**src/rtl/meter_cfg_pkg.sv**
```systemverilog
package meter_cfg_pkg;
  localparam logic [15:0] ADDR_ENGINE_CLOCK   = 16'h2000;
  localparam logic [15:0] ADDR_REF_CHOP       = 16'h2002;
  localparam logic [15:0] ADDR_CONV_POWER     = 16'h2005;
  localparam logic [15:0] ADDR_BATTERY        = 16'h2020;
  localparam logic [15:0] ADDR_BOOT_SIZE      = 16'h20a7;
  localparam logic [15:0] ADDR_ENGINE_BASE    = 16'h20a8;
  localparam logic [15:0] ADDR_CHOP_GLOBAL    = 16'h20ab;
  localparam logic [15:0] ADDR_CHOP_AB        = 16'h20ac;
  localparam logic [15:0] ADDR_CHOP_CD        = 16'h20ad;
  localparam int          BIT_ENGINE_FAST     = 3;
  localparam int          BIT_ENGINE_EN       = 4;
  localparam int          BIT_CHOP_LO         = 4;
  localparam int          BIT_CONV_EN         = 3;
  localparam int          BIT_BATT_EN         = 6;
  localparam int          BIT_CHOP_GLOBAL     = 0;
  localparam int          BIT_CHOP_LOW_CH     = 0;
  localparam int          BIT_CHOP_HIGH_CH    = 4;
  localparam logic [7:0]  RST_BOOT_SIZE       = 8'h01;
  localparam logic [7:0]  RST_ENGINE_BASE     = 8'h31;
  localparam int          REGION_UNIT_BYTES   = 1024;
  localparam int          SYS_CLK_HZ          = 20000000;
  localparam int          ENGINE_FAST_HZ      = 10000000;
  localparam int          ENGINE_SLOW_HZ      = 5000000;
  localparam int          FAST_HALF_CYCLES    = SYS_CLK_HZ / ENGINE_FAST_HZ / 2;
  localparam int          SLOW_HALF_CYCLES    = SYS_CLK_HZ / ENGINE_SLOW_HZ / 2;
  typedef enum logic [1:0] {
    CHOP_AUTO_ALT = 2'b00,
    CHOP_POSITIVE = 2'b01,
    CHOP_REVERSED = 2'b10,
    CHOP_TOGGLE   = 2'b11
  } chop_mode_t;
endpackage

```
**src/rtl/engine_clk_if.sv**
```systemverilog
`timescale 1ns/1ps
interface engine_clk_if;
  logic fast_sel;
  logic enable;
  logic clk_out;
  modport ctrl (output fast_sel, output enable, input clk_out);
  modport gen  (input fast_sel, input enable, output clk_out);
endinterface // engine_clk_if

```
**src/rtl/meter_frontend_config_bank.sv**
```systemverilog
// Contract
// - write-only bits read back as zero.
// - boot region end is 1024 times the boot size field, which is 01 at reset and wake.
// - engine program start is 1024 times the base field, which is 0x31 at reset and wake.
// - engine clock is 10 MHz when the fast select bit is set, else 5 MHz.
// - the reference chop state changes only on a rising mux sync edge, per the chop field; wake also clears it to 0.
// - chop 00 toggles except at summation end and inserts an alternate frame; 01 positive; 10 reversed; 11 toggles only.
// - each channel current chop bit acts only while the global current chop bit is set.
// - setting battery measure enable at once loads the battery and routes it to the converter.
// - converter enable, cleared at reset and wake, powers converter and reference.
// - nonvolatile bits keep their value across wake.
// - retained display bits survive display-only and brownout transitions but not sleep.
// - engine enable and fast clock select are cleared by reset and by wake.
`timescale 1ns/1ps
module meter_frontend_config_bank
(
  input  wire logic        clk_i,
  input  wire logic        rst_i,
  input  wire logic        wake_i,
  input  wire logic        sleep_i,
  input  wire logic [15:0] addr_i,
  input  wire logic        wr_i,
  input  wire logic        rd_i,
  input  wire logic [7:0]  wdata_i,
  input  wire logic        mux_frame_sync_i,
  input  wire logic        summation_cycle_i,
  input  wire logic        accum_done_i,
  output logic [7:0]       rdata_o,
  output logic             engine_enable_o,
  output logic             engine_clk_o,
  output logic             converter_enable_o,
  output logic             battery_measure_enable_o,
  output logic             ref_chop_o,
  output logic             alternate_frame_request_o,
  output logic [3:0]       current_chop_o,
  output logic [17:0]      boot_end_addr_o,
  output logic [17:0]      engine_start_addr_o
);
  logic       engine_en_r, engine_en_nxt;
  logic       engine_fast_r, engine_fast_nxt;
  logic [1:0] chop_mode_r, chop_mode_nxt;
  logic       conv_en_r, conv_en_nxt;
  logic       batt_en_r, batt_en_nxt;
  logic [7:0] boot_size_r, boot_size_nxt;
  logic [7:0] engine_base_r, engine_base_nxt;
  logic       chop_global_r, chop_global_nxt;
  logic [3:0] chop_ch_r, chop_ch_nxt;
  logic       sync_d_r;
  logic       ref_chop_r, ref_chop_nxt;
  logic       alt_req_r, alt_req_nxt;
  logic       alt_pending_r, alt_pending_nxt;
  logic [7:0] rdata_nxt;
  logic [3:0] cur_chop_nxt;
  logic       sync_rise;
  logic       eck_q;
  engine_clk_if eck ();

  assign sync_rise = mux_frame_sync_i && !sync_d_r;

  always_comb
  begin
    engine_en_nxt   = engine_en_r;
    engine_fast_nxt = engine_fast_r;
    chop_mode_nxt   = chop_mode_r;
    conv_en_nxt     = conv_en_r;
    batt_en_nxt     = batt_en_r;
    boot_size_nxt   = boot_size_r;
    engine_base_nxt = engine_base_r;
    chop_global_nxt = chop_global_r;
    chop_ch_nxt     = chop_ch_r;
    if (wake_i)
    begin
      engine_en_nxt   = 1'b0;
      engine_fast_nxt = 1'b0;
      chop_mode_nxt   = 2'h0;
      conv_en_nxt     = 1'b0;
      boot_size_nxt   = meter_cfg_pkg::RST_BOOT_SIZE;
      engine_base_nxt = meter_cfg_pkg::RST_ENGINE_BASE;
      chop_global_nxt = 1'b0;
      chop_ch_nxt     = 4'h0;
      // no retained display bits in this bank
    end
    else if (wr_i)
    begin
      unique case (addr_i)
        meter_cfg_pkg::ADDR_ENGINE_CLOCK:
        begin
          engine_en_nxt   = wdata_i[meter_cfg_pkg::BIT_ENGINE_EN];
          engine_fast_nxt = wdata_i[meter_cfg_pkg::BIT_ENGINE_FAST];
        end
        meter_cfg_pkg::ADDR_REF_CHOP:
          chop_mode_nxt = wdata_i[meter_cfg_pkg::BIT_CHOP_LO +: 2];
        meter_cfg_pkg::ADDR_CONV_POWER:
          conv_en_nxt = wdata_i[meter_cfg_pkg::BIT_CONV_EN];
        meter_cfg_pkg::ADDR_BATTERY:
          batt_en_nxt = wdata_i[meter_cfg_pkg::BIT_BATT_EN];
        meter_cfg_pkg::ADDR_BOOT_SIZE:
          boot_size_nxt = wdata_i;
        meter_cfg_pkg::ADDR_ENGINE_BASE:
          engine_base_nxt = wdata_i;
        meter_cfg_pkg::ADDR_CHOP_GLOBAL:
          chop_global_nxt = wdata_i[meter_cfg_pkg::BIT_CHOP_GLOBAL];
        meter_cfg_pkg::ADDR_CHOP_AB:
        begin
          chop_ch_nxt[0] = wdata_i[meter_cfg_pkg::BIT_CHOP_LOW_CH];
          chop_ch_nxt[1] = wdata_i[meter_cfg_pkg::BIT_CHOP_HIGH_CH];
        end
        meter_cfg_pkg::ADDR_CHOP_CD:
        begin
          chop_ch_nxt[2] = wdata_i[meter_cfg_pkg::BIT_CHOP_LOW_CH];
          chop_ch_nxt[3] = wdata_i[meter_cfg_pkg::BIT_CHOP_HIGH_CH];
        end
        default:
        begin
        end
      endcase
    end
  end

  // read mux; unmapped reads zero
  always_comb
  begin
    rdata_nxt = 8'h00;
    if (rd_i)
    begin
      // no write-only bit exists here; reserved bits zero
      unique case (addr_i)
        meter_cfg_pkg::ADDR_ENGINE_CLOCK:
        begin
          rdata_nxt[meter_cfg_pkg::BIT_ENGINE_EN]   = engine_en_r;
          rdata_nxt[meter_cfg_pkg::BIT_ENGINE_FAST] = engine_fast_r;
        end
        meter_cfg_pkg::ADDR_REF_CHOP:
          rdata_nxt[meter_cfg_pkg::BIT_CHOP_LO +: 2] = chop_mode_r;
        meter_cfg_pkg::ADDR_CONV_POWER:
          rdata_nxt[meter_cfg_pkg::BIT_CONV_EN] = conv_en_r;
        meter_cfg_pkg::ADDR_BATTERY:
          rdata_nxt[meter_cfg_pkg::BIT_BATT_EN] = batt_en_r;
        meter_cfg_pkg::ADDR_BOOT_SIZE:
          rdata_nxt = boot_size_r;
        meter_cfg_pkg::ADDR_ENGINE_BASE:
          rdata_nxt = engine_base_r;
        meter_cfg_pkg::ADDR_CHOP_GLOBAL:
          rdata_nxt[meter_cfg_pkg::BIT_CHOP_GLOBAL] = chop_global_r;
        meter_cfg_pkg::ADDR_CHOP_AB:
        begin
          rdata_nxt[meter_cfg_pkg::BIT_CHOP_LOW_CH]  = chop_ch_r[0];
          rdata_nxt[meter_cfg_pkg::BIT_CHOP_HIGH_CH] = chop_ch_r[1];
        end
        meter_cfg_pkg::ADDR_CHOP_CD:
        begin
          rdata_nxt[meter_cfg_pkg::BIT_CHOP_LOW_CH]  = chop_ch_r[2];
          rdata_nxt[meter_cfg_pkg::BIT_CHOP_HIGH_CH] = chop_ch_r[3];
        end
        default:
          rdata_nxt = 8'h00;
      endcase
    end
  end

  // reference chop sequencing
  always_comb
  begin
    ref_chop_nxt    = ref_chop_r;
    alt_req_nxt     = 1'b0;
    alt_pending_nxt = alt_pending_r;
    if (chop_mode_r == 2'(meter_cfg_pkg::CHOP_AUTO_ALT) && accum_done_i)
      alt_pending_nxt = 1'b1;
    // a pending frame is dropped once the mode leaves 00
    else if (chop_mode_r != 2'(meter_cfg_pkg::CHOP_AUTO_ALT))
      alt_pending_nxt = 1'b0;
    if (wake_i)
    begin
      ref_chop_nxt    = 1'b0;
      alt_pending_nxt = 1'b0;
    end
    else if (sync_rise)
    begin
      unique case (chop_mode_r)
        2'(meter_cfg_pkg::CHOP_AUTO_ALT):
        begin
          if (!summation_cycle_i)
            ref_chop_nxt = ~ref_chop_r;
          alt_req_nxt     = alt_pending_r || accum_done_i;
          alt_pending_nxt = 1'b0;
        end
        2'(meter_cfg_pkg::CHOP_POSITIVE):
          ref_chop_nxt = 1'b0;
        2'(meter_cfg_pkg::CHOP_REVERSED):
          ref_chop_nxt = 1'b1;
        2'(meter_cfg_pkg::CHOP_TOGGLE):
          ref_chop_nxt = ~ref_chop_r;
      endcase
    end
  end

  assign cur_chop_nxt = chop_global_nxt ? chop_ch_nxt : 4'h0;

  assign eck.fast_sel = engine_fast_r;
  assign eck.enable   = engine_en_r;

  engine_clk_gen u_clk
  (
    .clk_i (clk_i),
    .rst_i (rst_i),
    .eck   (eck)
  );

  always_ff @(posedge clk_i or posedge rst_i)
  begin
    if (rst_i)
    begin
      engine_en_r   <= 1'b0;
      engine_fast_r <= 1'b0;
      chop_mode_r   <= 2'h0;
      conv_en_r     <= 1'b0;
      batt_en_r     <= 1'b0;
      boot_size_r   <= meter_cfg_pkg::RST_BOOT_SIZE;
      engine_base_r <= meter_cfg_pkg::RST_ENGINE_BASE;
      chop_global_r <= 1'b0;
      chop_ch_r     <= 4'h0;
      sync_d_r      <= 1'b0;
      ref_chop_r    <= 1'b0;
      alt_req_r     <= 1'b0;
      alt_pending_r <= 1'b0;
      rdata_o       <= 8'h00;
      engine_enable_o           <= 1'b0;
      engine_clk_o              <= 1'b0;
      converter_enable_o        <= 1'b0;
      battery_measure_enable_o  <= 1'b0;
      ref_chop_o                <= 1'b0;
      alternate_frame_request_o <= 1'b0;
      current_chop_o            <= 4'h0;
      boot_end_addr_o           <= {meter_cfg_pkg::RST_BOOT_SIZE, 10'h000};
      engine_start_addr_o       <= {meter_cfg_pkg::RST_ENGINE_BASE, 10'h000};
    end
    else
    begin
      engine_en_r   <= engine_en_nxt;
      engine_fast_r <= engine_fast_nxt;
      chop_mode_r   <= chop_mode_nxt;
      conv_en_r     <= conv_en_nxt;
      batt_en_r     <= batt_en_nxt;
      boot_size_r   <= boot_size_nxt;
      engine_base_r <= engine_base_nxt;
      chop_global_r <= chop_global_nxt;
      chop_ch_r     <= chop_ch_nxt;
      sync_d_r      <= mux_frame_sync_i;
      ref_chop_r    <= ref_chop_nxt;
      alt_req_r     <= alt_req_nxt;
      alt_pending_r <= alt_pending_nxt;
      rdata_o       <= rdata_nxt;
      engine_enable_o <= engine_en_nxt;
      engine_clk_o    <= eck.clk_out;
      converter_enable_o <= conv_en_nxt;
      battery_measure_enable_o  <= batt_en_nxt;
      ref_chop_o                <= ref_chop_nxt;
      alternate_frame_request_o <= alt_req_nxt;
      current_chop_o            <= cur_chop_nxt;
      boot_end_addr_o     <= {boot_size_nxt, 10'h000};
      engine_start_addr_o <= {engine_base_nxt, 10'h000};
    end
  end

  assign eck_q = eck.clk_out;
endmodule // meter_frontend_config_bank

```
**src/rtl/engine_clk_gen.sv**
```systemverilog
`timescale 1ns/1ps
module engine_clk_gen
(
  input  wire logic   clk_i,
  input  wire logic   rst_i,
  engine_clk_if.gen   eck
);
  logic [1:0] cnt_r;
  logic [1:0] cnt_nxt;
  logic       ck_r;
  logic       ck_nxt;
  logic [1:0] half;

  // divide 20 MHz to 10 MHz or 5 MHz
  always_comb
  begin
    half    = eck.fast_sel ? 2'(meter_cfg_pkg::FAST_HALF_CYCLES)
                           : 2'(meter_cfg_pkg::SLOW_HALF_CYCLES);
    cnt_nxt = cnt_r;
    ck_nxt  = ck_r;
    if (!eck.enable)
    begin
      cnt_nxt = 2'h0;
      ck_nxt  = 1'b0;
    end
    else if (cnt_r + 2'h1 >= half)
    begin
      cnt_nxt = 2'h0;
      ck_nxt  = ~ck_r;
    end
    else
    begin
      cnt_nxt = cnt_r + 2'h1;
    end
  end

  always_ff @(posedge clk_i or posedge rst_i)
  begin
    if (rst_i)
    begin
      cnt_r <= 2'h0;
      ck_r  <= 1'b0;
    end
    else
    begin
      cnt_r <= cnt_nxt;
      ck_r  <= ck_nxt;
    end
  end

  assign eck.clk_out = ck_r;
endmodule // engine_clk_gen

```
**config.mk**
```make
export PLATFORM = sky130hd
export DESIGN_NAME = meter_frontend_config_bank
export DESIGN_NICKNAME = d
export VERILOG_FILES = /design/src/rtl/meter_cfg_pkg.sv /design/src/rtl/engine_clk_if.sv /design/src/rtl/meter_frontend_config_bank.sv /design/src/rtl/engine_clk_gen.sv
export SDC_FILE = /design/constraint.sdc
export NUM_CORES = 1
export LEC_CHECK = 0
export BUFFER_PORTS_ARGS = -buffer_cell sky130_fd_sc_hd__buf_4
export CORE_ASPECT_RATIO = 1.75
export CORE_MARGIN = 2
export CORE_UTILIZATION = 44
export DETAILED_ROUTE_END_ITERATION = 12
export GPL_TIMING_DRIVEN = 0
export PLACE_DENSITY = 0.75
export SKIP_LAST_GASP = 1
export SYNTH_ARGS = -nofsm -noshare
export SYNTH_HDL_FRONTEND = slang
export SYNTH_SLANG_ARGS = --single-unit
```
**constraint.sdc**
```tcl
create_clock -name clk_i -period 1.6 [get_ports clk_i]
set_clock_uncertainty 0.15 [all_clocks]
set_input_delay 0.32 -clock clk_i [delete_from_list [all_inputs] [get_ports clk_i]]
set_output_delay 0.32 -clock clk_i [all_outputs]
set_load 0.05 [all_outputs]
```
# Yosys cells after proc, flatten, opt, wreduce, memory -nomap -nowiden

Index checks and enable logic that the tools add are counted.

Register bits after elaboration: 47
Logic and storage cells: 108
Input port bits: 33
Output and inout port bits: 54

Equal/unequal tests: 14
$add $sub $neg: 1
Mux-type cells: 51
Magnitude comparators: 1
Bitwise gates (word level): 3
Reductions and logical operators: 20

Operators with widths:

| operator             | count |
|---|---|
| $eq 16x14->1 const B | 9 |
| $mux 8               | 7 |
| $mux 1               | 25 |
| $mux 2               | 8 |
| $reduce_bool 2->1    | 8 |
| $mux 4               | 3 |
| $reduce_and 2->1     | 6 |
| $pmux 1 s4           | 2 |
| $pmux 1 s3           | 2 |
| $pmux 1 s6           | 1 |
| $pmux 1 s5           | 1 |
| $eq 2x2->1 const B   | 2 |
| $pmux 2 s2           | 1 |
| $ne 3x3->1 const B   | 1 |
| $not 1->1            | 3 |
| $reduce_and 3->1     | 1 |
| $add 2x1->2 const B  | 1 |
| $eq 2x1->1 const B   | 1 |
| $ge 2x2->1           | 1 |
| $logic_and 1x1->1    | 2 |
| $logic_not 2->1      | 1 |
| $ne 2x1->1 const B   | 1 |
| $pmux 1 s2           | 1 |
| $logic_not 1->1      | 1 |
| $logic_or 1x1->1     | 1 |

# Longest topological paths before layout

Depth in word-level cells: 6
Gate-level depth with buffers: 6
Depth with buffers taken out: 6

# Hierarchy

From an unflattened synthesis, not the netlist that was laid out.

Cells, all modules: 291
Area total of the unflattened synthesis: 2,691.3 µm²

By module, submodules not included:

| module                     | sequential area each (µm²) | cells each | times used | area an instance (µm²) |
|---|---|---|---|---|
| meter_frontend_config_bank | 1,106.1                    | 277        | 1          | 2,531.2 |
| engine_clk_gen             | 75.1                       | 14         | 1          | 160.2 |

# Least setup slack after synthesis

No wires, ideal clock.

Kind: input port to flip-flop
From: input port addr_i[9]
To: register current_chop_o[2]
Stages: 5
Setup time: 87 ps
Data arrival time: 1,678 ps
Path buffers: 0
Data required time: 1,363 ps
Slack: -315 ps
Path through: or4_1 > nor4b_4 > and4_1 > o21ai_2 > a211oi_2

Cells in the longest elaborated chain, start to end: 5
Elaborated cells on any way between the ends: 9
Classes of those cells: eq/ne: 2; mux: 7

Ends and longest elaborated chain:

| item                                    | line                              | source |
|---|---|---|
| from (decl)                             | meter_frontend_config_bank.sv:21  | `input wire logic [15:0] addr_i,` |
| $eq 16x14->1                            | meter_frontend_config_bank.sv:85  | `unique case (addr_i)` |
| $mux 2 / $mux 1 (equally long branches) | meter_frontend_config_bank.sv:85  |  |
| $mux 4 / $mux 1 (equally long branches) | meter_frontend_config_bank.sv:83  | `else if (wr_i)` |
| $mux 4 / $mux 1 (equally long branches) | meter_frontend_config_bank.sv:71  | `if (wake_i)` |
| $mux 4 *                                | meter_frontend_config_bank.sv:197 | `assign cur_chop_nxt = chop_global_nxt ? chop_ch_nxt : 4'h0;` |
| via cur_chop_nxt[2]                     | meter_frontend_config_bank.sv:53  | `logic [3:0] cur_chop_nxt;` |
| to (signal assigned)                    | meter_frontend_config_bank.sv:259 | `current_chop_o <= cur_chop_nxt;` |
| to (decl)                               | meter_frontend_config_bank.sv:35  | `output logic [3:0] current_chop_o,` |

The timed path passes the listed nets; every way through them passes the cells marked *.
A chain may end at the register's enable or synchronous reset.

# Worst setup path in the final report

From: input port addr_i[9]
To: register chop_ch_r[3]

Cells in the longest elaborated chain, start to end: 4

Ends and longest elaborated chain:

| item                 | line                              | source |
|---|---|---|
| $eq 16x14->1         | meter_frontend_config_bank.sv:85  |  |
| $mux 2               | meter_frontend_config_bank.sv:85  |  |
| $mux 4               | meter_frontend_config_bank.sv:83  |  |
| $mux 4               | meter_frontend_config_bank.sv:71  |  |
| via chop_ch_nxt[3]   | meter_frontend_config_bank.sv:47  | `logic [3:0] chop_ch_r, chop_ch_nxt;` |
| to (signal assigned) | meter_frontend_config_bank.sv:247 | `chop_ch_r <= chop_ch_nxt;` |
| to (decl)            | meter_frontend_config_bank.sv:47  |  |

The timed path passes the listed nets, and every way through them passes these cells.

==> key figures <==
Outcome
  – Outcome: finished, violations left
  – Violated checks: negative setup slack

Logic synthesis
  – Synth area leaders: dfrtp_1 45%, buf_4 6.3%, nand2_1 4.6%
  – Post-synthesis cell type count: 44
  – Most frequent cell after synthesis: dfrtp_1
  – Gate Count Post-Synth: 244
  – Commonest cells in the netlist: 43 x dfrtp_1, 29 x nand2_1, 20 x buf_4
  – Yosys top cell area share: 45.1%
  – Mapped Avg Cell Area: 9.78 um^2
  – Async SR Flop Fraction: 100%
  – Most used DFF post-synth: dfrtp_1
  – Synth area leader: dfrtp_1
  – Sequential share of the synthesized area: 49.5%
  – Synth Warn #: 0
  – Synth Register Bits: 47
  – Synth Cell Area: 0.00239 mm^2
  – Number of flops mapped to enable cells by yosys: 0

Finish
  – Final core occ: 67.1%
  – Layout cell share with drive strength beyond 1: 45.8%
  – FF+latch area: 0.00118 mm^2
  – Final Instance Area: 0.00353 mm^2
  – Final cell count without fillers: 404
  – Layout fillers: 414
  – Area growth syn-to-layout: 47.7%
  – Final nets: 385
  – Multi-input combinational cell area: 0.00128 mm^2
  – N_diodes: 0

Critical path
  – Worst path slowest cell: or4_4
  – Crit path capture: chop_ch_r[3]$_DFF_PP0_
  – Most common cell on crit path: buf_6
  – Critical Path Max Stage Delay: 550 ps
  – CP Launch Type: input pin
  – CP required: 1610 ps
  – Worst Setup SP: addr_i[9]
  – Worst path arrival time: 1860 ps
  – Worst reg2reg startpoint: u_clk.cnt_r[0]$_DFF_PP0_
  – R2R cell count: 6
  – Worst-path cell chain: buf_8 > or4_4 > buf_6 > nor3_4 > buf_6 > nand4_1 > nand2_2 > a21oi_2
  – Crit end category: flop
  – RR Endpoint: u_clk.eck.clk_out$_DFFE_PP0P_
  – Reg-to-reg setup timing slack: 30 ps
  – WS Path Type: in -> reg
  – Crit-path max FO: 3

Clock network
  – H-tree levels: 2
  – Clock transition at path regs: 90 ps
  – Root Buffer: clkbuf_8
  – Longest Clk Path Bufs: 2
  – CTS tree: built
  – Number of buffers created by CTS: 5
  – Worst skew pair latency: 300 ps
  – Clock sink count: 47

Die
  – Die area: 0.00605 mm^2
  – I/O pins: 87
  – Die Y: 101 um
  – Row cnt: 35
  – Core box area: 0.00526 mm^2
  – Initial Util: 45.4%
  – Die X: 59.7 um

GRT
  – Final global-route overflow total: 0
  – Initial antenna violation count: 0
  – Total track usage: 21.2%
  – Vias in the first global route: 2083
  – Global-route wire length before repair: 9.80 mm
  – Largest net degree at the start of global routing: 43

Detailed routing
  – Drt drc: 0
  – Initial DRC count: 115
  – Antenna Nets Post-Route: 0
  – Final Routed Wirelength: 6.58 mm
  – First-pass iteration count of the detailed router: 5
  – Drt via density: 5.56
  – Vias post-DR: 2247
  – Routed wire per std cell: 16.3 um

Worst hold path
  – Tightest Hold Check Type: in -> reg

Job
  – Max Cap Viol: 0

Timing
  – F_max: 0.541 GHz
  – Worst Tran Pin Value: 744 ps
  – Max_slew headroom: 50.4%
  – Post-route setup TNS: -4730 ps
  – Unrepaired setup endpoints after global routing: true
  – Minimum clock period after layout: 1850 ps
  – # setup viols final: 26
  – Fin worst setup slack: -247 ps
  – Slew Viols, Final: 0
  – Post-route clock period utilization: 115%
  – Final hold violation count: 0

Placement
  – Routability cong.: 0.841
  – Placed instance area: 0.00306 mm^2
  – Placed Instances: 382
  – Dpl hpwl: 4.52 mm
  – IO buf count: 63

Power and ir drop
  – Pwr dens: 642 mW/mm^2
  – Pleak: 1.68 nW
  – Max IR drop VDD: 0.469 mV
-- repair_timing --
action                                  CTS  global route
setup buffers                             5             7
gates resized for setup                  17            47
endpoints found under the hold margin     6             0
gates cloned                              0             2
pin swaps                                10            29
endpoints found under the setup margin   37            40
hold buffers                              2             0
-- flip-flops by register name, summed over array words and instances (netlist names), 2 cells and up --
register and flops:
rdata_o 8, boot_end_addr_o 8, current_chop_o 4, chop_mode_r 2, u_clk.cnt_r 2, engine_base_r 8
chop_ch_r 4
-- how the worst min path moves through the flow --
| stage | start | endpoint | slack [ps] | cells past startpoint |
|---|---|---|---|---|
| 5_1_grt | wdata_i[6] | batt_en_r$_DFFE_PP0P_ | 120 | 2 |
| 3_3_place_gp | u_clk.eck.clk_out$_DFFE_PP0P_ | engine_clk_o$_DFF_PP0_ | 220 | 0 |
| 4_1_cts | wdata_i[5] | engine_base_r[5]$_DFFE_PP1P_ | 110 | 3 |
| 2_1_floorplan | mux_frame_sync_i | sync_d_r$_DFF_PP0_ | 200 | 0 |
| 6_report | wdata_i[5] | engine_base_r[5]$_DFFE_PP1P_ | 110 | 3 |
| 3_5_place_dp | rst_i | boot_end_addr_o[11]$_DFFE_PP0P_ | 80 | 2 |
-- per-stage QoR --
stage | power [mW] | setup WS, ps | hold slack (ps)
3_3_place_gp | 1.54 | -593 | 215
3_5_place_dp | 1.55 | -583 | 76.2
5_1_grt | 2.34 | -327 | 118
2_1_floorplan | 1.43 | -276 | 201
4_1_cts | 2.26 | -205 | 107
6_report | 2.27 | -247 | 110
-- cell families after synthesis --
group           count (synthesis)  share of synthesized area (%)
compound gates                 40                           11.2
xor+xnor                        1                          0.367
fa+ha+maj                       4                           2.10
buf+inv                        38                           9.33
flops                          47                           49.5
mux                            10                           4.25
other cells                     1                          0.157
simple gates                  103                           23.2
-- layer usage --
metal	track usage [%]	up-vias	wire [um]
li1	-	1032	-
met2	36.2	125	3560
met1	25.5	1067	2320
met4	8.55	0	196
met3	3.96	23	507
met5	0	-	0
-- power breakdown --
part	internal [mW]	leakage [nW]	switching, mW
clock	0.306	0.0412	0.404
sequential	1.19	0.639	0.00171
combinational	0.124	0.995	0.237
-- area by class of cell --
type | count | share of cell area, %
plain buffers | 29 | 6.03
inverters | 9 | 0.958
clock inverters | 2 | 0.355
well taps | 55 | 1.95
clock buffers | 6 | 2.06
multi-input cells | 178 | 36.4
flip-flops and latches | 47 | 33.5
repair buffers | 78 | 18.8
-- cells in the final DEF (no fill, tap or decap), types with 3 or more instances in the layout --
master and n:
buf_4 84, dfrtp_1 43, nand2_1 22, conb_1 20
nor2_1 17, nand3_1 12, buf_6 11, a21oi_1 10
a21oi_2 9, inv_1 8, mux2i_1 8, nand3_2 7
nand4_1 6, clkbuf_1 5, nand2_2 5, clkbuf_8 5
nor2b_1 4, ha_1 4, dfstp_2 4, a32oi_1 3
a22oi_1 3, a31oi_1 3
-- critical path: cells and delay by family --
| family | cells | cell delay [ps] |
|---|---|---|
| AND/OR/NAND/NOR | 4 | 1110 |
| AO/OA/AOI/OAI | 1 | 60 |
| buffers and inverters | 3 | 360 |
Note: power is estimated with default switching activity, not from simulation.
